**config.mk**
```make
export PLATFORM = sky130hd
export DESIGN_NAME = adc_channel_sequencer_control
export DESIGN_NICKNAME = d
export VERILOG_FILES = /design/src/rtl/adc_seq_pkg.sv /design/src/rtl/adc_channel_sequencer_control.sv /design/src/rtl/pin_sync3.sv /design/src/rtl/sample_byte_buffer.sv
export SDC_FILE = /design/constraint.sdc
export NUM_CORES = 1
export LEC_CHECK = 0
export BUFFER_PORTS_ARGS = -buffer_cell sky130_fd_sc_hd__buf_2
export CAP_MARGIN = 20
export CORE_UTILIZATION = 38
export DETAILED_ROUTE_END_ITERATION = 6
export PLACE_DENSITY = 0.61
export SYNTH_ARGS = -nofsm -noshare
export SYNTH_HDL_FRONTEND = slang
export SYNTH_SLANG_ARGS = --single-unit
```
**constraint.sdc**
```tcl
create_clock -name CORE_CLK_IN -period 2.7 [get_ports CORE_CLK_IN]
set_input_delay 0.27 -clock CORE_CLK_IN [delete_from_list [all_inputs] [get_ports CORE_CLK_IN]]
set_output_delay 0.27 -clock CORE_CLK_IN [all_outputs]
set_load 0.005 [all_outputs]
```
**src/rtl/adc_seq_pkg.sv**
```systemverilog
// Shared constants and types for the converter channel sequencer
package adc_seq_pkg;

    // Register offsets on the byte-wide port
    localparam logic [3:0] OFS_SAMPLE_LO   = 4'h0;
    localparam logic [3:0] OFS_SAMPLE_HI   = 4'h1;
    localparam logic [3:0] OFS_ANALOG_CFG  = 4'h1;
    localparam logic [3:0] OFS_LOW_CHAN    = 4'h2;
    localparam logic [3:0] OFS_HIGH_CHAN   = 4'h3;
    localparam logic [3:0] OFS_RANGE_STAT  = 4'h4;
    localparam logic [3:0] OFS_CONV_TIMING = 4'hC;
    localparam logic [3:0] OFS_COMMAND     = 4'hF;

    // Field positions
    localparam int BIT_CFG_UNIPOLAR = 0;
    localparam int BIT_CFG_DIFF     = 1;
    localparam int BIT_STAT_SETTLE  = 6;
    localparam int BIT_STAT_BUSY    = 7;
    localparam int BIT_TIMING_SLOW  = 3;
    localparam int BIT_CMD_START    = 0;

    // Reset values
    localparam logic [7:0] ANALOG_CFG_RST = 8'h04;
    localparam logic [4:0] CHAN_RST       = 5'h00;
    localparam logic [1:0] GAIN_RST       = 2'h0;
    localparam logic [7:0] TIMING_RST     = 8'h00;

    // Timing, in nanoseconds, and derived cycle counts
    localparam int CLK_PERIOD_NS = 8;
    localparam int SETTLE_NS     = 10000;
    localparam int CONV_FAST_NS  = 4000;
    localparam int CONV_SLOW_NS  = 9000;
    localparam int SETTLE_CYC    = (SETTLE_NS + CLK_PERIOD_NS - 1) / CLK_PERIOD_NS;
    localparam int CONV_FAST_CYC = CONV_FAST_NS / CLK_PERIOD_NS;
    localparam int CONV_SLOW_CYC = CONV_SLOW_NS / CLK_PERIOD_NS;
    localparam int CNT_W         = 11;

    typedef struct packed {
        logic       wr;
        logic       rd;
        logic [3:0] addr;
        logic [7:0] wdata;
    } io_req_t;

    typedef enum logic [0:0] {
        CONV_IDLE = 1'b0,
        CONV_RUN  = 1'b1
    } conv_state_t;

endpackage : adc_seq_pkg

```
**src/rtl/adc_channel_sequencer_control.sv**
```systemverilog
// Channel sequencer, range control and conversion timing for the input converter
// Notes on behaviour
// RQ1: Channel pointer covers 32 single-ended or 16 differential inputs.
// RQ2: Results are 16-bit two's complement in either polarity.
// RQ3: Two-bit gain field picks one of four ranges per polarity.
// RQ4: Polarity bit in analog configuration applies to every channel.
// RQ5: Gain and resolution do not depend on differential mode.
// RQ6: Low and high channel registers hold 5-bit channel numbers.
// RQ7: Writing either channel register loads the pointer with the low channel.
// RQ8: Each finished conversion advances the pointer by one.
// RQ9: After the high channel the pointer wraps to the low channel.
// RQ10: Range register keeps its value until rewritten.
// RQ11: Channel or range writes start a 10 us settling timer.
// RQ12: Status bit 6 reads one while settling, zero once settled.
// RQ13: Writing one to command bit 0 starts a conversion.
// RQ14: Software start is ignored while the converter interrupt enable is set.
// RQ15: With interrupt enable set, only timer or external triggers start.
// RQ16: Conversion takes 4 or 9 us, chosen by timing bit 3.
// RQ17: Status bit 7 reads one while converting, zero when data ready.
// RQ18: Result enters the buffer low byte first, read at offsets 0 and 1.
// RQ19: Acquisition reset clears channels and range, configuration becomes 0x04.
// RQ20: Settling uses a restartable cycle counter; busy rises on acceptance.
module adc_channel_sequencer_control
    import adc_seq_pkg::*;
(
    input  wire logic                CORE_CLK_IN,
    input  wire logic                RST_B_IN,
    input  wire adc_seq_pkg::io_req_t IO_REQ_IN,
    input  wire logic                DAQ_RESET_IN,
    input  wire logic                CONV_IRQ_EN_IN,
    input  wire logic                TIMER_TRIG_IN,
    input  wire logic                EXT_TRIG_IN,
    input  wire logic [15:0]         ADC_RESULT_IN,
    output logic [7:0]               RD_DATA_OUT,
    output logic [7:0]               ANALOG_CFG_OUT,
    output logic                     UNIPOLAR_OUT,
    output logic                     DIFF_MODE_OUT,
    output logic [1:0]               GAIN_OUT,
    output logic [4:0]               CHANNEL_OUT,
    output logic                     CONV_START_OUT,
    output logic                     CONV_BUSY_OUT,
    output logic                     SETTLING_OUT,
    output logic                     SAMPLE_READY_OUT
);
    // The flag reads counter != 0, so the load is the full count for a full 10 us
    localparam logic [CNT_W-1:0] SETTLE_LOAD = CNT_W'(SETTLE_CYC);
    localparam logic [CNT_W-1:0] FAST_LOAD   = CNT_W'(CONV_FAST_CYC - 1);
    localparam logic [CNT_W-1:0] SLOW_LOAD   = CNT_W'(CONV_SLOW_CYC - 1);
    localparam int FAST_LAST = CONV_FAST_CYC - 1;

    logic [7:0]       cfg_q;
    logic [4:0]       low_q;
    logic [4:0]       high_q;
    logic [1:0]       gain_q;
    logic [7:0]       timing_q;
    logic [4:0]       ptr_q;
    logic [CNT_W-1:0] settle_cnt_q;
    logic [CNT_W-1:0] conv_cnt_q;
    logic             conv_slow_q;
    conv_state_t      state_q;
    logic             ext_lvl;
    logic             ext_prev_q;
    logic             ext_rise;
    logic             wr_low;
    logic             wr_high;
    logic             wr_range;
    logic             sw_start;
    logic             trig;
    logic             accept;
    logic             done;
    logic [15:0]      sample;
    logic [7:0]       buf_lo;
    logic [7:0]       buf_hi;
    logic [7:0]       rd_d;

    function automatic logic hit(input io_req_t r, input logic [3:0] ofs);
        hit = r.wr && (r.addr == ofs);
    endfunction : hit

    pin_sync3 u_ext_sync (
        .clk_in    (CORE_CLK_IN),
        .rst_b_in  (RST_B_IN),
        .pin_in    (EXT_TRIG_IN),
        .level_out (ext_lvl)
    );

    always_ff @(posedge CORE_CLK_IN) begin
        if (!RST_B_IN) begin
            ext_prev_q <= 1'b0;
        end else begin
            ext_prev_q <= ext_lvl;
        end
    end

    assign ext_rise = ext_lvl && !ext_prev_q;
    assign wr_low   = hit(IO_REQ_IN, OFS_LOW_CHAN);
    assign wr_high  = hit(IO_REQ_IN, OFS_HIGH_CHAN);
    assign wr_range = hit(IO_REQ_IN, OFS_RANGE_STAT);
    assign sw_start = hit(IO_REQ_IN, OFS_COMMAND) && IO_REQ_IN.wdata[BIT_CMD_START];

    // Software start only with the enable clear; hardware triggers only with it set
    assign trig   = CONV_IRQ_EN_IN ? (TIMER_TRIG_IN || ext_rise) : sw_start; // RQ13 RQ14 RQ15
    assign accept = trig && (state_q == CONV_IDLE);
    assign done   = (state_q == CONV_RUN) && (conv_cnt_q == '0);

    // Configuration registers
    always_ff @(posedge CORE_CLK_IN) begin
        if (!RST_B_IN || DAQ_RESET_IN) begin
            cfg_q    <= ANALOG_CFG_RST; // RQ19
            low_q    <= CHAN_RST;
            high_q   <= CHAN_RST;
            gain_q   <= GAIN_RST;
            timing_q <= TIMING_RST;
        end else begin
            if (hit(IO_REQ_IN, OFS_ANALOG_CFG)) begin
                cfg_q <= IO_REQ_IN.wdata; // RQ4
            end
            if (wr_low) begin
                low_q <= IO_REQ_IN.wdata[4:0]; // RQ6
            end
            if (wr_high) begin
                high_q <= IO_REQ_IN.wdata[4:0]; // RQ6
            end
            if (wr_range) begin
                gain_q <= IO_REQ_IN.wdata[1:0]; // RQ10
            end
            if (hit(IO_REQ_IN, OFS_CONV_TIMING)) begin
                timing_q <= IO_REQ_IN.wdata;
            end
        end
    end

    // Current channel pointer; a register write overrides an advance in the same cycle
    always_ff @(posedge CORE_CLK_IN) begin
        if (!RST_B_IN || DAQ_RESET_IN) begin
            ptr_q <= CHAN_RST;
        end else if (wr_low) begin
            ptr_q <= IO_REQ_IN.wdata[4:0]; // RQ7
        end else if (wr_high) begin
            ptr_q <= low_q; // RQ7
        end else if (done) begin
            if (ptr_q == high_q) begin
                ptr_q <= low_q; // RQ9
            end else begin
                ptr_q <= ptr_q + 5'h01; // RQ8
            end
        end
    end

    // Settling timer restarts on every qualifying write
    always_ff @(posedge CORE_CLK_IN) begin
        if (!RST_B_IN) begin
            settle_cnt_q <= '0;
        end else if (wr_low || wr_high || wr_range) begin
            settle_cnt_q <= SETTLE_LOAD; // RQ11 RQ20
        end else if (settle_cnt_q != '0) begin
            settle_cnt_q <= settle_cnt_q - CNT_W'(1);
        end
    end

    // A write during the last cycle still shows settling without a gap
    assign SETTLING_OUT = (settle_cnt_q != '0); // RQ12

    // Conversion sequencer; the duration is frozen at acceptance
    always_ff @(posedge CORE_CLK_IN) begin
        if (!RST_B_IN) begin
            state_q     <= CONV_IDLE;
            conv_cnt_q  <= '0;
            conv_slow_q <= 1'b0;
        end else begin
            case (state_q)
                CONV_IDLE: begin
                    if (accept) begin
                        state_q     <= CONV_RUN; // RQ20
                        conv_slow_q <= timing_q[BIT_TIMING_SLOW];
                        conv_cnt_q  <= timing_q[BIT_TIMING_SLOW] ? SLOW_LOAD : FAST_LOAD; // RQ16
                    end
                end
                CONV_RUN: begin
                    if (done) begin
                        state_q <= CONV_IDLE;
                    end else begin
                        conv_cnt_q <= conv_cnt_q - CNT_W'(1);
                    end
                end
                default: begin
                    state_q <= CONV_IDLE;
                end
            endcase
        end
    end

    assign CONV_BUSY_OUT = (state_q == CONV_RUN); // RQ17

    // Busy length of the current conversion, kept only for the checks below
    logic [CNT_W-1:0] busy_len_q;

    always_ff @(posedge CORE_CLK_IN) begin
        if (!RST_B_IN || accept) begin
            busy_len_q <= '0;
        end else if (CONV_BUSY_OUT) begin
            busy_len_q <= busy_len_q + CNT_W'(1);
        end
    end

    always_ff @(posedge CORE_CLK_IN) begin
        if (!RST_B_IN) begin
            CONV_START_OUT <= 1'b0;
        end else begin
            CONV_START_OUT <= accept;
        end
    end

    // Unipolar converter codes are offset binary; flipping the sign bit yields two's complement
    assign sample = cfg_q[BIT_CFG_UNIPOLAR] ? {~ADC_RESULT_IN[15], ADC_RESULT_IN[14:0]}
                                            : ADC_RESULT_IN; // RQ2

    sample_byte_buffer u_buf (
        .clk_in    (CORE_CLK_IN),
        .rst_b_in  (RST_B_IN),
        .flush_in  (DAQ_RESET_IN),
        .push_in   (done),
        .word_in   (sample),
        .pop_lo_in (IO_REQ_IN.rd && IO_REQ_IN.addr == OFS_SAMPLE_LO),
        .pop_hi_in (IO_REQ_IN.rd && IO_REQ_IN.addr == OFS_SAMPLE_HI),
        .lo_out    (buf_lo),
        .hi_out    (buf_hi),
        .ready_out (SAMPLE_READY_OUT)
    ); // RQ18

    // Front-end steering; the top channel bit is dropped for differential pairs
    always_ff @(posedge CORE_CLK_IN) begin
        if (!RST_B_IN) begin
            CHANNEL_OUT <= CHAN_RST;
        end else if (cfg_q[BIT_CFG_DIFF]) begin
            CHANNEL_OUT <= {1'b0, ptr_q[3:0]}; // RQ1
        end else begin
            CHANNEL_OUT <= ptr_q; // RQ1
        end
    end

    assign ANALOG_CFG_OUT = cfg_q;
    assign UNIPOLAR_OUT   = cfg_q[BIT_CFG_UNIPOLAR]; // RQ4
    assign DIFF_MODE_OUT  = cfg_q[BIT_CFG_DIFF];
    assign GAIN_OUT       = gain_q; // RQ3 RQ5

    // Read decode; offset 1 reads the high sample byte, not the configuration
    always_comb begin
        rd_d = 8'h00;
        case (IO_REQ_IN.addr)
            OFS_SAMPLE_LO:   rd_d = buf_lo;
            OFS_SAMPLE_HI:   rd_d = buf_hi;
            OFS_LOW_CHAN:    rd_d = {3'h0, low_q};
            OFS_HIGH_CHAN:   rd_d = {3'h0, high_q};
            OFS_RANGE_STAT:  rd_d = {CONV_BUSY_OUT, SETTLING_OUT, 4'h0, gain_q}; // RQ12 RQ17
            OFS_CONV_TIMING: rd_d = timing_q;
            default:         rd_d = 8'h00;
        endcase
    end

    always_ff @(posedge CORE_CLK_IN) begin
        if (!RST_B_IN) begin
            RD_DATA_OUT <= 8'h00;
        end else if (IO_REQ_IN.rd) begin
            RD_DATA_OUT <= rd_d;
        end
    end

    // Checks
    busy_on_accept_a: assert property (@(posedge CORE_CLK_IN) disable iff (!RST_B_IN) // RQ20
        accept |=> CONV_BUSY_OUT && CONV_START_OUT)
        else $error("busy did not rise after an accepted trigger");

    sw_start_a: assert property (@(posedge CORE_CLK_IN) disable iff (!RST_B_IN) // RQ13
        sw_start && !CONV_IRQ_EN_IN && !CONV_BUSY_OUT |=> CONV_BUSY_OUT)
        else $error("software start was not taken");

    sw_blocked_a: assert property (@(posedge CORE_CLK_IN) disable iff (!RST_B_IN) // RQ14
        sw_start && CONV_IRQ_EN_IN && !TIMER_TRIG_IN && !ext_rise && !CONV_BUSY_OUT |=> !CONV_BUSY_OUT)
        else $error("software start honoured with interrupt enable set");

    hw_blocked_a: assert property (@(posedge CORE_CLK_IN) disable iff (!RST_B_IN) // RQ15
        (TIMER_TRIG_IN || ext_rise) && !CONV_IRQ_EN_IN && !sw_start && !CONV_BUSY_OUT |=> !CONV_BUSY_OUT)
        else $error("hardware trigger taken with interrupt enable clear");

    fast_conv_len_a: assert property (@(posedge CORE_CLK_IN) disable iff (!RST_B_IN) // RQ16
        $rose(CONV_BUSY_OUT) && !conv_slow_q |-> ##[FAST_LAST:FAST_LAST] CONV_BUSY_OUT ##1 !CONV_BUSY_OUT)
        else $error("fast conversion length wrong");

    slow_conv_load_a: assert property (@(posedge CORE_CLK_IN) disable iff (!RST_B_IN) // RQ16
        $rose(CONV_BUSY_OUT) && conv_slow_q |-> conv_cnt_q == SLOW_LOAD)
        else $error("slow conversion length wrong");

    conv_len_a: assert property (@(posedge CORE_CLK_IN) disable iff (!RST_B_IN) // RQ16
        $fell(CONV_BUSY_OUT) |-> busy_len_q == (conv_slow_q ? CNT_W'(CONV_SLOW_CYC) : CNT_W'(CONV_FAST_CYC)))
        else $error("conversion busy length wrong");

    start_pulse_a: assert property (@(posedge CORE_CLK_IN) disable iff (!RST_B_IN) // RQ20
        CONV_START_OUT |=> !CONV_START_OUT)
        else $error("start pulse longer than one cycle");

    chan_load_a: assert property (@(posedge CORE_CLK_IN) disable iff (!RST_B_IN) // RQ7
        (wr_low || wr_high) && !DAQ_RESET_IN |=> ptr_q == low_q)
        else $error("channel write did not reload pointer");

    chan_advance_a: assert property (@(posedge CORE_CLK_IN) disable iff (!RST_B_IN) // RQ8
        done && ptr_q != high_q && !wr_low && !wr_high && !DAQ_RESET_IN |=> ptr_q == $past(ptr_q) + 5'h01)
        else $error("pointer did not advance");

    chan_wrap_a: assert property (@(posedge CORE_CLK_IN) disable iff (!RST_B_IN) // RQ9
        done && ptr_q == high_q && !wr_low && !wr_high && !DAQ_RESET_IN |=> ptr_q == $past(low_q))
        else $error("pointer did not wrap");

    settle_hold_a: assert property (@(posedge CORE_CLK_IN) disable iff (!RST_B_IN) // RQ11
        wr_range |=> SETTLING_OUT [*8])
        else $error("settling flag dropped early");

    settle_end_a: assert property (@(posedge CORE_CLK_IN) disable iff (!RST_B_IN) // RQ12
        settle_cnt_q == CNT_W'(1) && !wr_low && !wr_high && !wr_range |=> !SETTLING_OUT)
        else $error("settling flag stuck");

    byte_order_a: assert property (@(posedge CORE_CLK_IN) disable iff (!RST_B_IN) // RQ18
        done && !DAQ_RESET_IN |=> buf_lo == $past(sample[7:0]) && buf_hi == $past(sample[15:8]) && SAMPLE_READY_OUT)
        else $error("sample bytes misplaced");

    unipolar_code_a: assert property (@(posedge CORE_CLK_IN) disable iff (!RST_B_IN) // RQ2
        done && UNIPOLAR_OUT |-> sample[15] == !ADC_RESULT_IN[15]
            && sample[14:0] == ADC_RESULT_IN[14:0])
        else $error("unipolar code not two's complement");

    daq_reset_a: assert property (@(posedge CORE_CLK_IN) disable iff (!RST_B_IN) // RQ19
        DAQ_RESET_IN |=> cfg_q == ANALOG_CFG_RST && low_q == CHAN_RST && high_q == CHAN_RST && gain_q == GAIN_RST)
        else $error("acquisition reset values wrong");

    diff_chan_a: assert property (@(posedge CORE_CLK_IN) disable iff (!RST_B_IN) // RQ1
        DIFF_MODE_OUT && $stable(DIFF_MODE_OUT) |=> !CHANNEL_OUT[4])
        else $error("differential channel above 15");

    sw_conv_c: cover property (@(posedge CORE_CLK_IN) disable iff (!RST_B_IN)
        sw_start && !CONV_IRQ_EN_IN ##1 CONV_BUSY_OUT);
    wrap_c: cover property (@(posedge CORE_CLK_IN) disable iff (!RST_B_IN)
        done && ptr_q == high_q && low_q != high_q);
    ext_conv_c: cover property (@(posedge CORE_CLK_IN) disable iff (!RST_B_IN)
        ext_rise && CONV_IRQ_EN_IN && !CONV_BUSY_OUT);
    tmr_conv_c: cover property (@(posedge CORE_CLK_IN) disable iff (!RST_B_IN)
        TIMER_TRIG_IN && CONV_IRQ_EN_IN && !CONV_BUSY_OUT);

endmodule : adc_channel_sequencer_control

```
**src/rtl/pin_sync3.sv**
```systemverilog
// Three-stage synchroniser for a pin level
module pin_sync3 (
    input  wire logic clk_in,
    input  wire logic rst_b_in,
    input  wire logic pin_in,
    output logic      level_out
);
    logic s1_q;
    logic s2_q;
    logic s3_q;

    always_ff @(posedge clk_in) begin
        if (!rst_b_in) begin
            s1_q <= 1'b0;
            s2_q <= 1'b0;
            s3_q <= 1'b0;
        end else begin
            s1_q <= pin_in;
            s2_q <= s1_q;
            s3_q <= s2_q;
        end
    end

    // A change counts only once the last two stages agree
    always_ff @(posedge clk_in) begin
        if (!rst_b_in) begin
            level_out <= 1'b0;
        end else if (s2_q == s3_q) begin
            level_out <= s3_q;
        end
    end
endmodule : pin_sync3

```
**src/rtl/sample_byte_buffer.sv**
```systemverilog
// Byte-wide holding buffer for one converted sample
module sample_byte_buffer (
    input  wire logic        clk_in,
    input  wire logic        rst_b_in,
    input  wire logic        flush_in,
    input  wire logic        push_in,
    input  wire logic [15:0] word_in,
    input  wire logic        pop_lo_in,
    input  wire logic        pop_hi_in,
    output logic [7:0]       lo_out,
    output logic [7:0]       hi_out,
    output logic             ready_out
);
    logic [7:0] byte_q [2];
    logic [1:0] full_q;

    assign lo_out    = byte_q[0];
    assign hi_out    = byte_q[1];
    assign ready_out = full_q[0];

    // Low byte goes to entry 0 and high byte to entry 1, both on the same push
    always_ff @(posedge clk_in) begin
        if (!rst_b_in) begin
            byte_q[0] <= 8'h00;
            byte_q[1] <= 8'h00;
        end else if (push_in) begin
            byte_q[0] <= word_in[7:0];
            byte_q[1] <= word_in[15:8];
        end
    end

    // Each byte is read once; a push wins over a pop in the same cycle
    always_ff @(posedge clk_in) begin
        if (!rst_b_in || flush_in) begin
            full_q <= 2'h0;
        end else if (push_in) begin
            full_q <= 2'h3;
        end else begin
            if (pop_lo_in) begin
                full_q[0] <= 1'b0;
            end
            if (pop_hi_in) begin
                full_q[1] <= 1'b0;
            end
        end
    end
endmodule : sample_byte_buffer

```
==> results of run 1 <==
-- critical path, delay by kind of cell (launching register included) --
| family | cells | cell delay (ps) |
|---|---|---|
| buffers and inverters | 1 | 270 |
| DFF | 1 | 350 |
| and+or+nand+nor | 2 | 910 |
-- registers in the layout, indices dropped and copies added, names as in the netlist --
| signal | count |
|---|---|
| ext_prev_q | 1 |
| settle_cnt_q | 11 |
| u_buf.byte_q | 16 |
| timing_q | 8 |
| low_q | 5 |
| ptr_q | 5 |
| u_ext_sync.s2_q | 1 |
| u_ext_sync.s1_q | 1 |
| CONV_START_OUT | 1 |
| high_q | 5 |
| CONV_BUSY_OUT | 1 |
| RD_DATA_OUT | 8 |
| ANALOG_CFG_OUT | 8 |
| u_ext_sync.s3_q | 1 |
| CHANNEL_OUT | 5 |
| u_buf.full_q | 1 |
| GAIN_OUT | 2 |
| u_ext_sync.level_out | 1 |
| conv_cnt_q | 11 |
-- power by group through the flow --
stage / Sequential [mW] / Combinational, mW / Clock [mW]
after global placement: 1.63 / 0.679 / 0
after detailed placement: 1.63 / 0.693 / 0
final: 1.60 / 0.697 / 1.25
after CTS: 1.60 / 0.699 / 1.28
after global routing: 1.62 / 0.787 / 1.33
after floorplan: 1.61 / 0.533 / 0
-- cell usage after synthesis (2+ instances only) --
cell,n
nor2b_1,2
nor3_1,17
a31oi_1,6
nand2b_1,3
and2b_1,2
clkbuf_2,2
mux2i_1,14
o21ai_2,2
buf_2,4
nand2_1,50
o211ai_1,4
and3_1,17
xnor2_1,10
o21bai_1,2
nand3_1,27
buf_4,3
or2_2,2
clkinv_1,2
inv_1,12
ha_1,5
dfxtp_1,76
nand2_2,2
nor2_1,39
nor4_1,6
o31a_1,2
o31ai_1,5
xor2_1,5
edfxtp_1,16
nor4_2,2
a2bb2oi_1,3
o21ai_0,18
and2_1,10
a211oi_1,5
nand4_1,5
clkbuf_1,16
a41oi_1,2
nor3b_1,3
o21a_1,4
or3_1,3
a21oi_1,40
a22oi_1,3
mux4_2,4
o22ai_1,2
-- final cells by class --
cell class | instances | share of cell area
sequential | 92 | 0.398
clock inverter | 3 | 0.00374
inverter | 14 | 0.0105
clock buffer | 13 | 0.0560
multi-input combinational | 346 | 0.427
tap | 140 | 0.0349
timing repair buffer | 68 | 0.0697
-- layer usage --
| layer | vias up | routed length (microns) | global-route usage |
|---|---|---|---|
| met2 | 127 | 4920 | 0.292 |
| met5 | - | 0 | 0 |
| met1 | 1743 | 5210 | 0.266 |
| li1 | 1835 | - | - |
| met3 | 21 | 554 | 0.0344 |
| met4 | 0 | 280 | 0.0840 |
-- stage by stage --
step           hold WS [ps]  utilization  cells  setup WS (ps)
6_report                154        0.459    676            565
5_1_grt                 161        0.459    676            409
4_1_cts                 146        0.459    676            553
3_5_place_dp            445        0.432    660            592
3_3_place_gp            416        0.432    660            651
2_1_floorplan           397            -    477            194
-- path summary, 6_finish.rpt --
path,slack (ps),startpoint,cells past startpoint,end
setup / recovery,560,settle_cnt_q[2],3,SETTLING_OUT
hold / removal,150,EXT_TRIG_IN,2,u_ext_sync.s1_q
setup reg to reg,610,conv_cnt_q[6],4,u_buf.byte_q[0][7]
hold reg to reg,450,u_ext_sync.s1_q,1,u_ext_sync.s2_q
-- logic make-up after synthesis --
kind of cell               Yosys count  share of synthesized area
buffers and inverters               39                     0.0383
and+or+nand+nor                    199                      0.237
DFF                                 92                      0.464
xor gates and xnor gates            15                     0.0305
muxes                               19                     0.0560
adders and majority gates            5                     0.0145
AOI/OAI and AO/OA                  108                      0.159
==> impl_metrics.tcl, run 1 <==
set metrics [dict create \
    cpPeakStageDelay_ps 470 \
    initial_core_util 0.394 \
    avgSynthCellArea_sq_um 9.04 \
    yosysWarnings 0 \
    globalRoute.totalOverflow 0 \
    cts_hold_buf 0 \
    min_path_type "primary input to register" \
    grt_pass1_vias 3384 \
    finalPower_mw 3.55 \
    cts_sinks 92 \
    cts_buffer_depth 2 \
    fillers 1081 \
    seqCellArea_sq_mm 0.00200 \
    start_kind "register" \
    worstPathMaxFanout 10 \
    wl_per_cell_microns 16.2 \
    syn-instance-count 477 \
    track_usage 0.192 \
    slew_headroom 0.447 \
    core_sq_mm 0.0109 \
    maxCapViolations 0 \
    combPwrFrac 0.196 \
    drive_gt1_frac 0.188 \
    max_freq_mhz 468 \
    p_per_area_mw_per_mm2 707 \
    dpl-instance-area_sq_mm 0.00472 \
    p_sw_mw 1.03 \
    fin_setup_tns_ps 0 \
    cts-resized-gates 0 \
    via_per_inst 5.51 \
    synthToLayoutAreaGrowth_pct 16.5 \
    cts_max_level 3 \
    synth_area_sq_mm 0.00431 \
    diodes 0 \
    critPathKind "register to primary output" \
    crit_arrival_ps 1870 \
    worst_pin_slew_ps 823 \
    ys_seq_area_frac 0.464 \
    synthDistinctLibCells 63 \
    multi_input_area_sq_mm 0.00214 \
    synth_edf_count 16 \
    dieArea_sq_mm 0.0118 \
    drcViolationCount 0 \
    portBuffers 64 \
    ioPinCount 65 \
    power.internal_mw 2.52 \
    dr_total_vias 3726 \
    path_cells "nor3_1 -> nand4_1 -> buf_2" \
    die-width_microns 109 \
    final_cell_area_sq_mm 0.00502 \
    path_clk_slew_ps 60 \
    pwr-share-clk 0.352 \
    clk_latency_ps 340 \
    cts_tree "built" \
    final_nets 572 \
    critPathCaptureType "primary output" \
    ys_seq_elements 92 \
    fp.dieH_microns 109 \
    switching_share 0.290 \
    mostFrequentLayoutCells "dfxtp_1, buf_2, nand2_1" \
    seqPwrFrac 0.451 \
    firstDrtPassIters 5 \
    async_flop_share 0 \
    setup_viol 0 \
    drt-total-wl_mm 11.0 \
    cts_buffers 9 \
    hold_viol 0 \
    antenna_found_initial 0 \
    leakage_nw 1.96 \
    drt_iter0_markers 352 \
    yosys-top-cells-area "dfxtp_1, edfxtp_1, a21oi_1" \
    dominantRegCellSynth "dfxtp_1" \
    synth_nets 518 \
    cp_slowest_cell "nand4_1" \
    fin_crit_sh 0.791 \
    slew_violations 0 \
    outcome "finished clean" \
    gp_congestion 0.929 \
    hpwl_mm 7.89 \
    rsz0062_at_grt "false" \
    worstPathRequired_ps 2430 \
    final_common_cell "dfxtp_1" \
    grt_max_degree 36 \
    placementRows 38 \
    postRouteAntennaNets 0 \
    grt_pass1_wl_mm 17.3 \
    ir_worst_vdd_mv 0.433 \
    root_buffer "clkbuf_16" \
    yosysTopAreaCell "dfxtp_1" \
    clock_skew_ps 10.1 \
    synth_top_area_share 0.353 \
    period_needed_ps 2140 \
    cts_setup_buffers 0 \
]
No activity file was read; power rests on OpenSTA's default activity.
==> inputs of run 2 (changes only) <==
==> constraint.sdc (replaced) <==
create_clock -name CORE_CLK_IN -period 1.9 [get_ports CORE_CLK_IN]
set_input_delay 0.19 -clock CORE_CLK_IN [delete_from_list [all_inputs] [get_ports CORE_CLK_IN]]
set_output_delay 0.19 -clock CORE_CLK_IN [all_outputs]
set_load 0.005 [all_outputs]
==> impl_metrics.tcl, run 2 (same netlist as run 1, synthesis figures left out) <==
set metrics [dict create \
    setup_viol 0 \
    period_needed_ps 1780 \
    multi_input_area_sq_mm 0.00219 \
    critPathCaptureType "register" \
    seqCellArea_sq_mm 0.00200 \
    min_path_type "primary input to register" \
    worst_pin_slew_ps 576 \
    max_freq_mhz 560 \
    timing.hold.ws_ps 50.0 \
    cts_max_level 3 \
    regToRegStartpoint "conv_cnt_q[2]" \
    final_cell_area_sq_mm 0.00523 \
    pwr-share-clk 0.335 \
    path_cells "nor4_4 -> nand2_2 -> or3_4 -> a311oi_2 -> a31o_1" \
    fin_util 0.478 \
    grt_max_degree 34 \
    worstPathMaxFanout 7 \
    drcViolationCount 0 \
    combPwrFrac 0.217 \
    cp_slowest_cell "or3_4" \
    setup_ws_ps 115 \
    r2r_setup_slack_ps 120 \
    clock_skew_ps 5.43 \
    final_nets 595 \
    track_usage 0.205 \
    worstPathRequired_ps 2190 \
    start_kind "register" \
    ir_worst_vdd_mv 0.508 \
    fin_crit_sh 0.939 \
    dieArea_sq_mm 0.0118 \
    regMostFlops "u_buf.byte_q" \
    cts_buffers 9 \
    mostFrequentLayoutCells "dfxtp_1, buf_2, nand2_1" \
    top_usage_layer "met2" \
    holdPathStages 2 \
    drt_iter0_markers 359 \
    critPathKind "register to register" \
    portBuffers 64 \
    p_sw_mw 1.51 \
    gp_congestion 0.859 \
    dr_total_vias 3848 \
    crit_arrival_ps 2070 \
    cts_tree "built" \
    use_met2 0.316 \
    postRouteAntennaNets 0 \
    met3_usage 0.0476 \
    hpwl_mm 8.32 \
    antenna_found_initial 0 \
    hold_viol 0 \
    cts_buffer_depth 2 \
    via_per_inst 5.51 \
    grt_pass1_wl_mm 18.1 \
    synthToLayoutAreaGrowth_pct 21.3 \
    power.internal_mw 3.58 \
    clk_latency_ps 340 \
    largest_reg_flops 16 \
    globalRoute.totalOverflow 0 \
    initial_core_util 0.394 \
    cts_sinks 92 \
    min_from "EXT_TRIG_IN" \
    p_per_area_mw_per_mm2 974 \
    dp_slack_ps 75.1 \
    switching_share 0.297 \
    fp.dieH_microns 109 \
    min_to "u_ext_sync.s1_q" \
    die-width_microns 109 \
    placementRows 38 \
    root_buffer "clkbuf_16" \
    grtUsageMet1 0.282 \
    firstDrtPassIters 7 \
    fillers 1062 \
    grt_pass1_vias 3501 \
    slew_violations 0 \
    ioPinCount 65 \
    core_sq_mm 0.0109 \
    place_inst 681 \
    r2r-end "conv_cnt_q[10]" \
    rsz0062_at_grt "false" \
    diodes 0 \
    path_clk_slew_ps 60 \
    outcome "finished clean" \
    maxCapViolations 0 \
    dpl-instance-area_sq_mm 0.00490 \
    final_common_cell "dfxtp_1" \
    wl_per_cell_microns 16.4 \
    reg2reg_depth 5 \
    reg_top3 "u_buf.byte_q (16), conv_cnt_q (11), settle_cnt_q (11)" \
    drive_gt1_frac 0.225 \
    seqPwrFrac 0.448 \
    final_cells 699 \
    leakage_nw 2.08 \
    drt-total-wl_mm 11.5 \
    cpPeakStageDelay_ps 440 \
    finalPower_mw 5.09 \
    slew_headroom 0.614 \
    fin_setup_tns_ps 0 \
]
-- run 2: power groups by stage --
stage	clock (mW)	combinational [mW]	sequential, mW
after CTS	1.74	1.09	2.27
after global placement	0	1.04	2.31
final	1.71	1.11	2.28
after detailed placement	0	1.06	2.31
after global routing	1.84	1.24	2.30
after floorplan	0	0.761	2.28
-- run 2: worst max-delay path, delay by kind of cell (launching register included) --
family,cells,cell delay (ps)
AO/OA/AOI/OAI,2,330
flip-flops,1,390
AND/OR/NAND/NOR,3,1020
-- run 2: worst max path at each step --
stage / from / endpoint / slack, ps / cells after the start
2_1_floorplan: conv_cnt_q[6] / u_buf.byte_q[0][0] / 110 / 3
3_3_place_gp: u_ext_sync.level_out / conv_cnt_q[8] / 140 / 5
3_5_place_dp: u_ext_sync.level_out / conv_cnt_q[8] / 80 / 5
4_1_cts: conv_cnt_q[6] / ptr_q[1] / 50 / 5
5_1_grt: conv_cnt_q[2] / conv_cnt_q[10] / 20 / 5
6_report: conv_cnt_q[2] / conv_cnt_q[10] / 120 / 5
-- run 2: what timing repair did --
item	4_1_cts	5_1_grt
hold buffers	0	0
gates resized for setup	0	5
setup buffers	1	0
endpoints found under the hold margin	0	0
setup endpoints to repair	1	9
pin swaps	1	1
cloned	0	1
-- run 2: layout make-up --
class | count | area share
inverters | 14 | 0.0100
well taps | 140 | 0.0335
repair buffers | 90 | 0.101
flip-flops and latches | 92 | 0.383
clock buffers | 13 | 0.0498
clock inverters | 3 | 0.00383
multi-input cells | 347 | 0.419
-- run 2: layer usage --
metal  share of wire  wire length, microns
met5               0                     0
met1            0.47                  5370
met3           0.051                   582
met2            0.46                  5280
met4           0.019                   220
==> inputs of run 3 (changes only) <==
==> constraint.sdc (replaced) <==
create_clock -name CORE_CLK_IN -period 1.6 [get_ports CORE_CLK_IN]
set_input_delay 0.16 -clock CORE_CLK_IN [delete_from_list [all_inputs] [get_ports CORE_CLK_IN]]
set_output_delay 0.16 -clock CORE_CLK_IN [all_outputs]
set_load 0.05 [all_outputs]
==> impl_metrics.tcl, run 3 (same netlist as run 1, synthesis figures left out) <==
set metrics [dict create \
    leakage_nw 2.30 \
    critPathKind "register to register" \
    clk_latency_ps 350 \
    grt_max_degree 25 \
    clock_skew_ps 9.38 \
    cp_top_family "simple AND/OR/NAND/NOR gates" \
    worst_pin_slew_ps 485 \
    hold_viol 0 \
    firstDrtPassIters 4 \
    gp_congestion 0.944 \
    root_buffer "clkbuf_16" \
    track_usage 0.220 \
    via_per_inst 5.37 \
    reg_top3 "u_buf.byte_q (16), conv_cnt_q (11), settle_cnt_q (11)" \
    cpPeakStageDelay_ps 370 \
    placementRows 38 \
    worstPathRequired_ps 1840 \
    rsz0062_at_grt "true" \
    start_kind "register" \
    core_sq_mm 0.0109 \
    p_sw_mw 2.03 \
    diodes 0 \
    fp.dieH_microns 109 \
    ir_worst_vdd_mv 0.922 \
    initial_core_util 0.394 \
    max_freq_mhz 610 \
    worstPathMaxFanout 4 \
    path_clk_slew_ps 60 \
    cts_buffer_depth 2 \
    cts_tree "built" \
    cp_slowest_cell "nor4_4" \
    drt_iter0_markers 339 \
    ioPinCount 65 \
    power.internal_mw 4.42 \
    synthToLayoutAreaGrowth_pct 32.1 \
    slew_violations 0 \
    hpwl_mm 9.06 \
    place_inst 717 \
    drt-total-wl_mm 11.9 \
    die-width_microns 109 \
    setup_viol 7 \
    slew_headroom 0.675 \
    fin_util 0.521 \
    cts_max_level 3 \
    regMostFlops "u_buf.byte_q" \
    dp_slack_ps -87.2 \
    dr_total_vias 3956 \
    critPathCaptureType "register" \
    pwr-share-clk 0.312 \
    largest_reg_flops 16 \
    drive_gt1_frac 0.338 \
    dieArea_sq_mm 0.0118 \
    postRouteAntennaNets 0 \
    final_common_cell "buf_2" \
    fin_crit_sh 1.02 \
    grt_pass1_vias 3984 \
    cts_hold_buf 0 \
    finalPower_mw 6.45 \
    fin_setup_tns_ps -166 \
    final_cell_area_sq_mm 0.00570 \
    period_needed_ps 1640 \
    wl_per_cell_microns 16.2 \
    maxCapViolations 0 \
    antenna_found_initial 0 \
    drcViolationCount 0 \
    dpl-instance-area_sq_mm 0.00525 \
    globalRoute.totalOverflow 0 \
    final_nets 633 \
    crit_arrival_ps 1870 \
    cts_buffers 9 \
    path_buf_inv 1 \
    path_cells "nor4_4 -> nand2_2 -> buf_6 -> nor3_4 -> nor2_2 -> a31o_2" \
    outcome "finished, violations left" \
    combPwrFrac 0.265 \
    setup_ws_ps -39.5 \
    cts_sinks 92 \
    mostFrequentLayoutCells "buf_2, dfxtp_1, buf_4" \
    seqPwrFrac 0.424 \
    failed_checks "setup timing" \
    portBuffers 64 \
    grt_pass1_wl_mm 19.8 \
    fillers 1017 \
    min_path_type "primary input to register" \
    timing.hold.ws_ps 22.3 \
    p_per_area_mw_per_mm2 1130 \
    switching_share 0.315 \
    final_cells 737 \
]
-- run 3: cell count changes in the layout (fill, tap and decap cells not counted), moves of 3 or more --
| cell | change |
|---|---|
| o21ai_0 | -6 |
| buf_6 | +6 |
| nor3_1 | -3 |
| clkinv_2 | +3 |
| nor2_2 | +4 |
| dfxtp_1 | -14 |
| nor2_1 | -4 |
| buf_4 | +33 |
| dfxtp_2 | +13 |
| nor3_4 | +3 |
| nor4_1 | -3 |
| o21ai_1 | +4 |
-- run 3: power by group through the flow --
stage	Clock, mW	Sequential, mW	Combinational, mW
floorplan	0	2.79	1.01
global placement	0	2.75	1.51
detailed placement	0	2.76	1.54
CTS	2.06	2.71	1.61
global route	2.16	2.76	1.89
finish	2.01	2.73	1.71
-- run 3: worst paths after layout --
kind	from	to	slack [ps]	cells past startpoint
setup / recovery	conv_cnt_q[9]	conv_cnt_q[8]	-40	6
hold / removal	EXT_TRIG_IN	u_ext_sync.s1_q	20	2
setup reg to reg	conv_cnt_q[9]	conv_cnt_q[8]	-40	6
hold reg to reg	u_ext_sync.s1_q	u_ext_sync.s2_q	430	1
-- run 3: area by class of cell --
type,count,area (sq um),share of cell area
multi-input cells,346,2310,0.406
flip-flops and latches,92,2020,0.355
repair buffers,129,858,0.151
clock buffers,10,239,0.0420
well taps,140,175,0.0308
inverters,14,53.8,0.00945
clock inverters,6,37.5,0.00659
-- run 3: per-layer routing --
| metal | routed length (microns) | share of wire | up-vias | track usage |
|---|---|---|---|---|
| met5 | 0 | 0 | - | 0 |
| met4 | 208 | 0.017 | 0 | 0.0840 |
| met3 | 551 | 0.046 | 20 | 0.0368 |
| met2 | 5590 | 0.47 | 126 | 0.351 |
| met1 | 5570 | 0.47 | 1854 | 0.296 |
| li1 | - | - | 1956 | - |
-- run 3: timing repair --
item / in CTS / in global routing
pin swaps: 5 / 14
gates resized for setup: 11 / 34
hold endpoints to repair: 0 / 0
setup endpoints to repair: 17 / 49
buffers inserted: 2 / 2
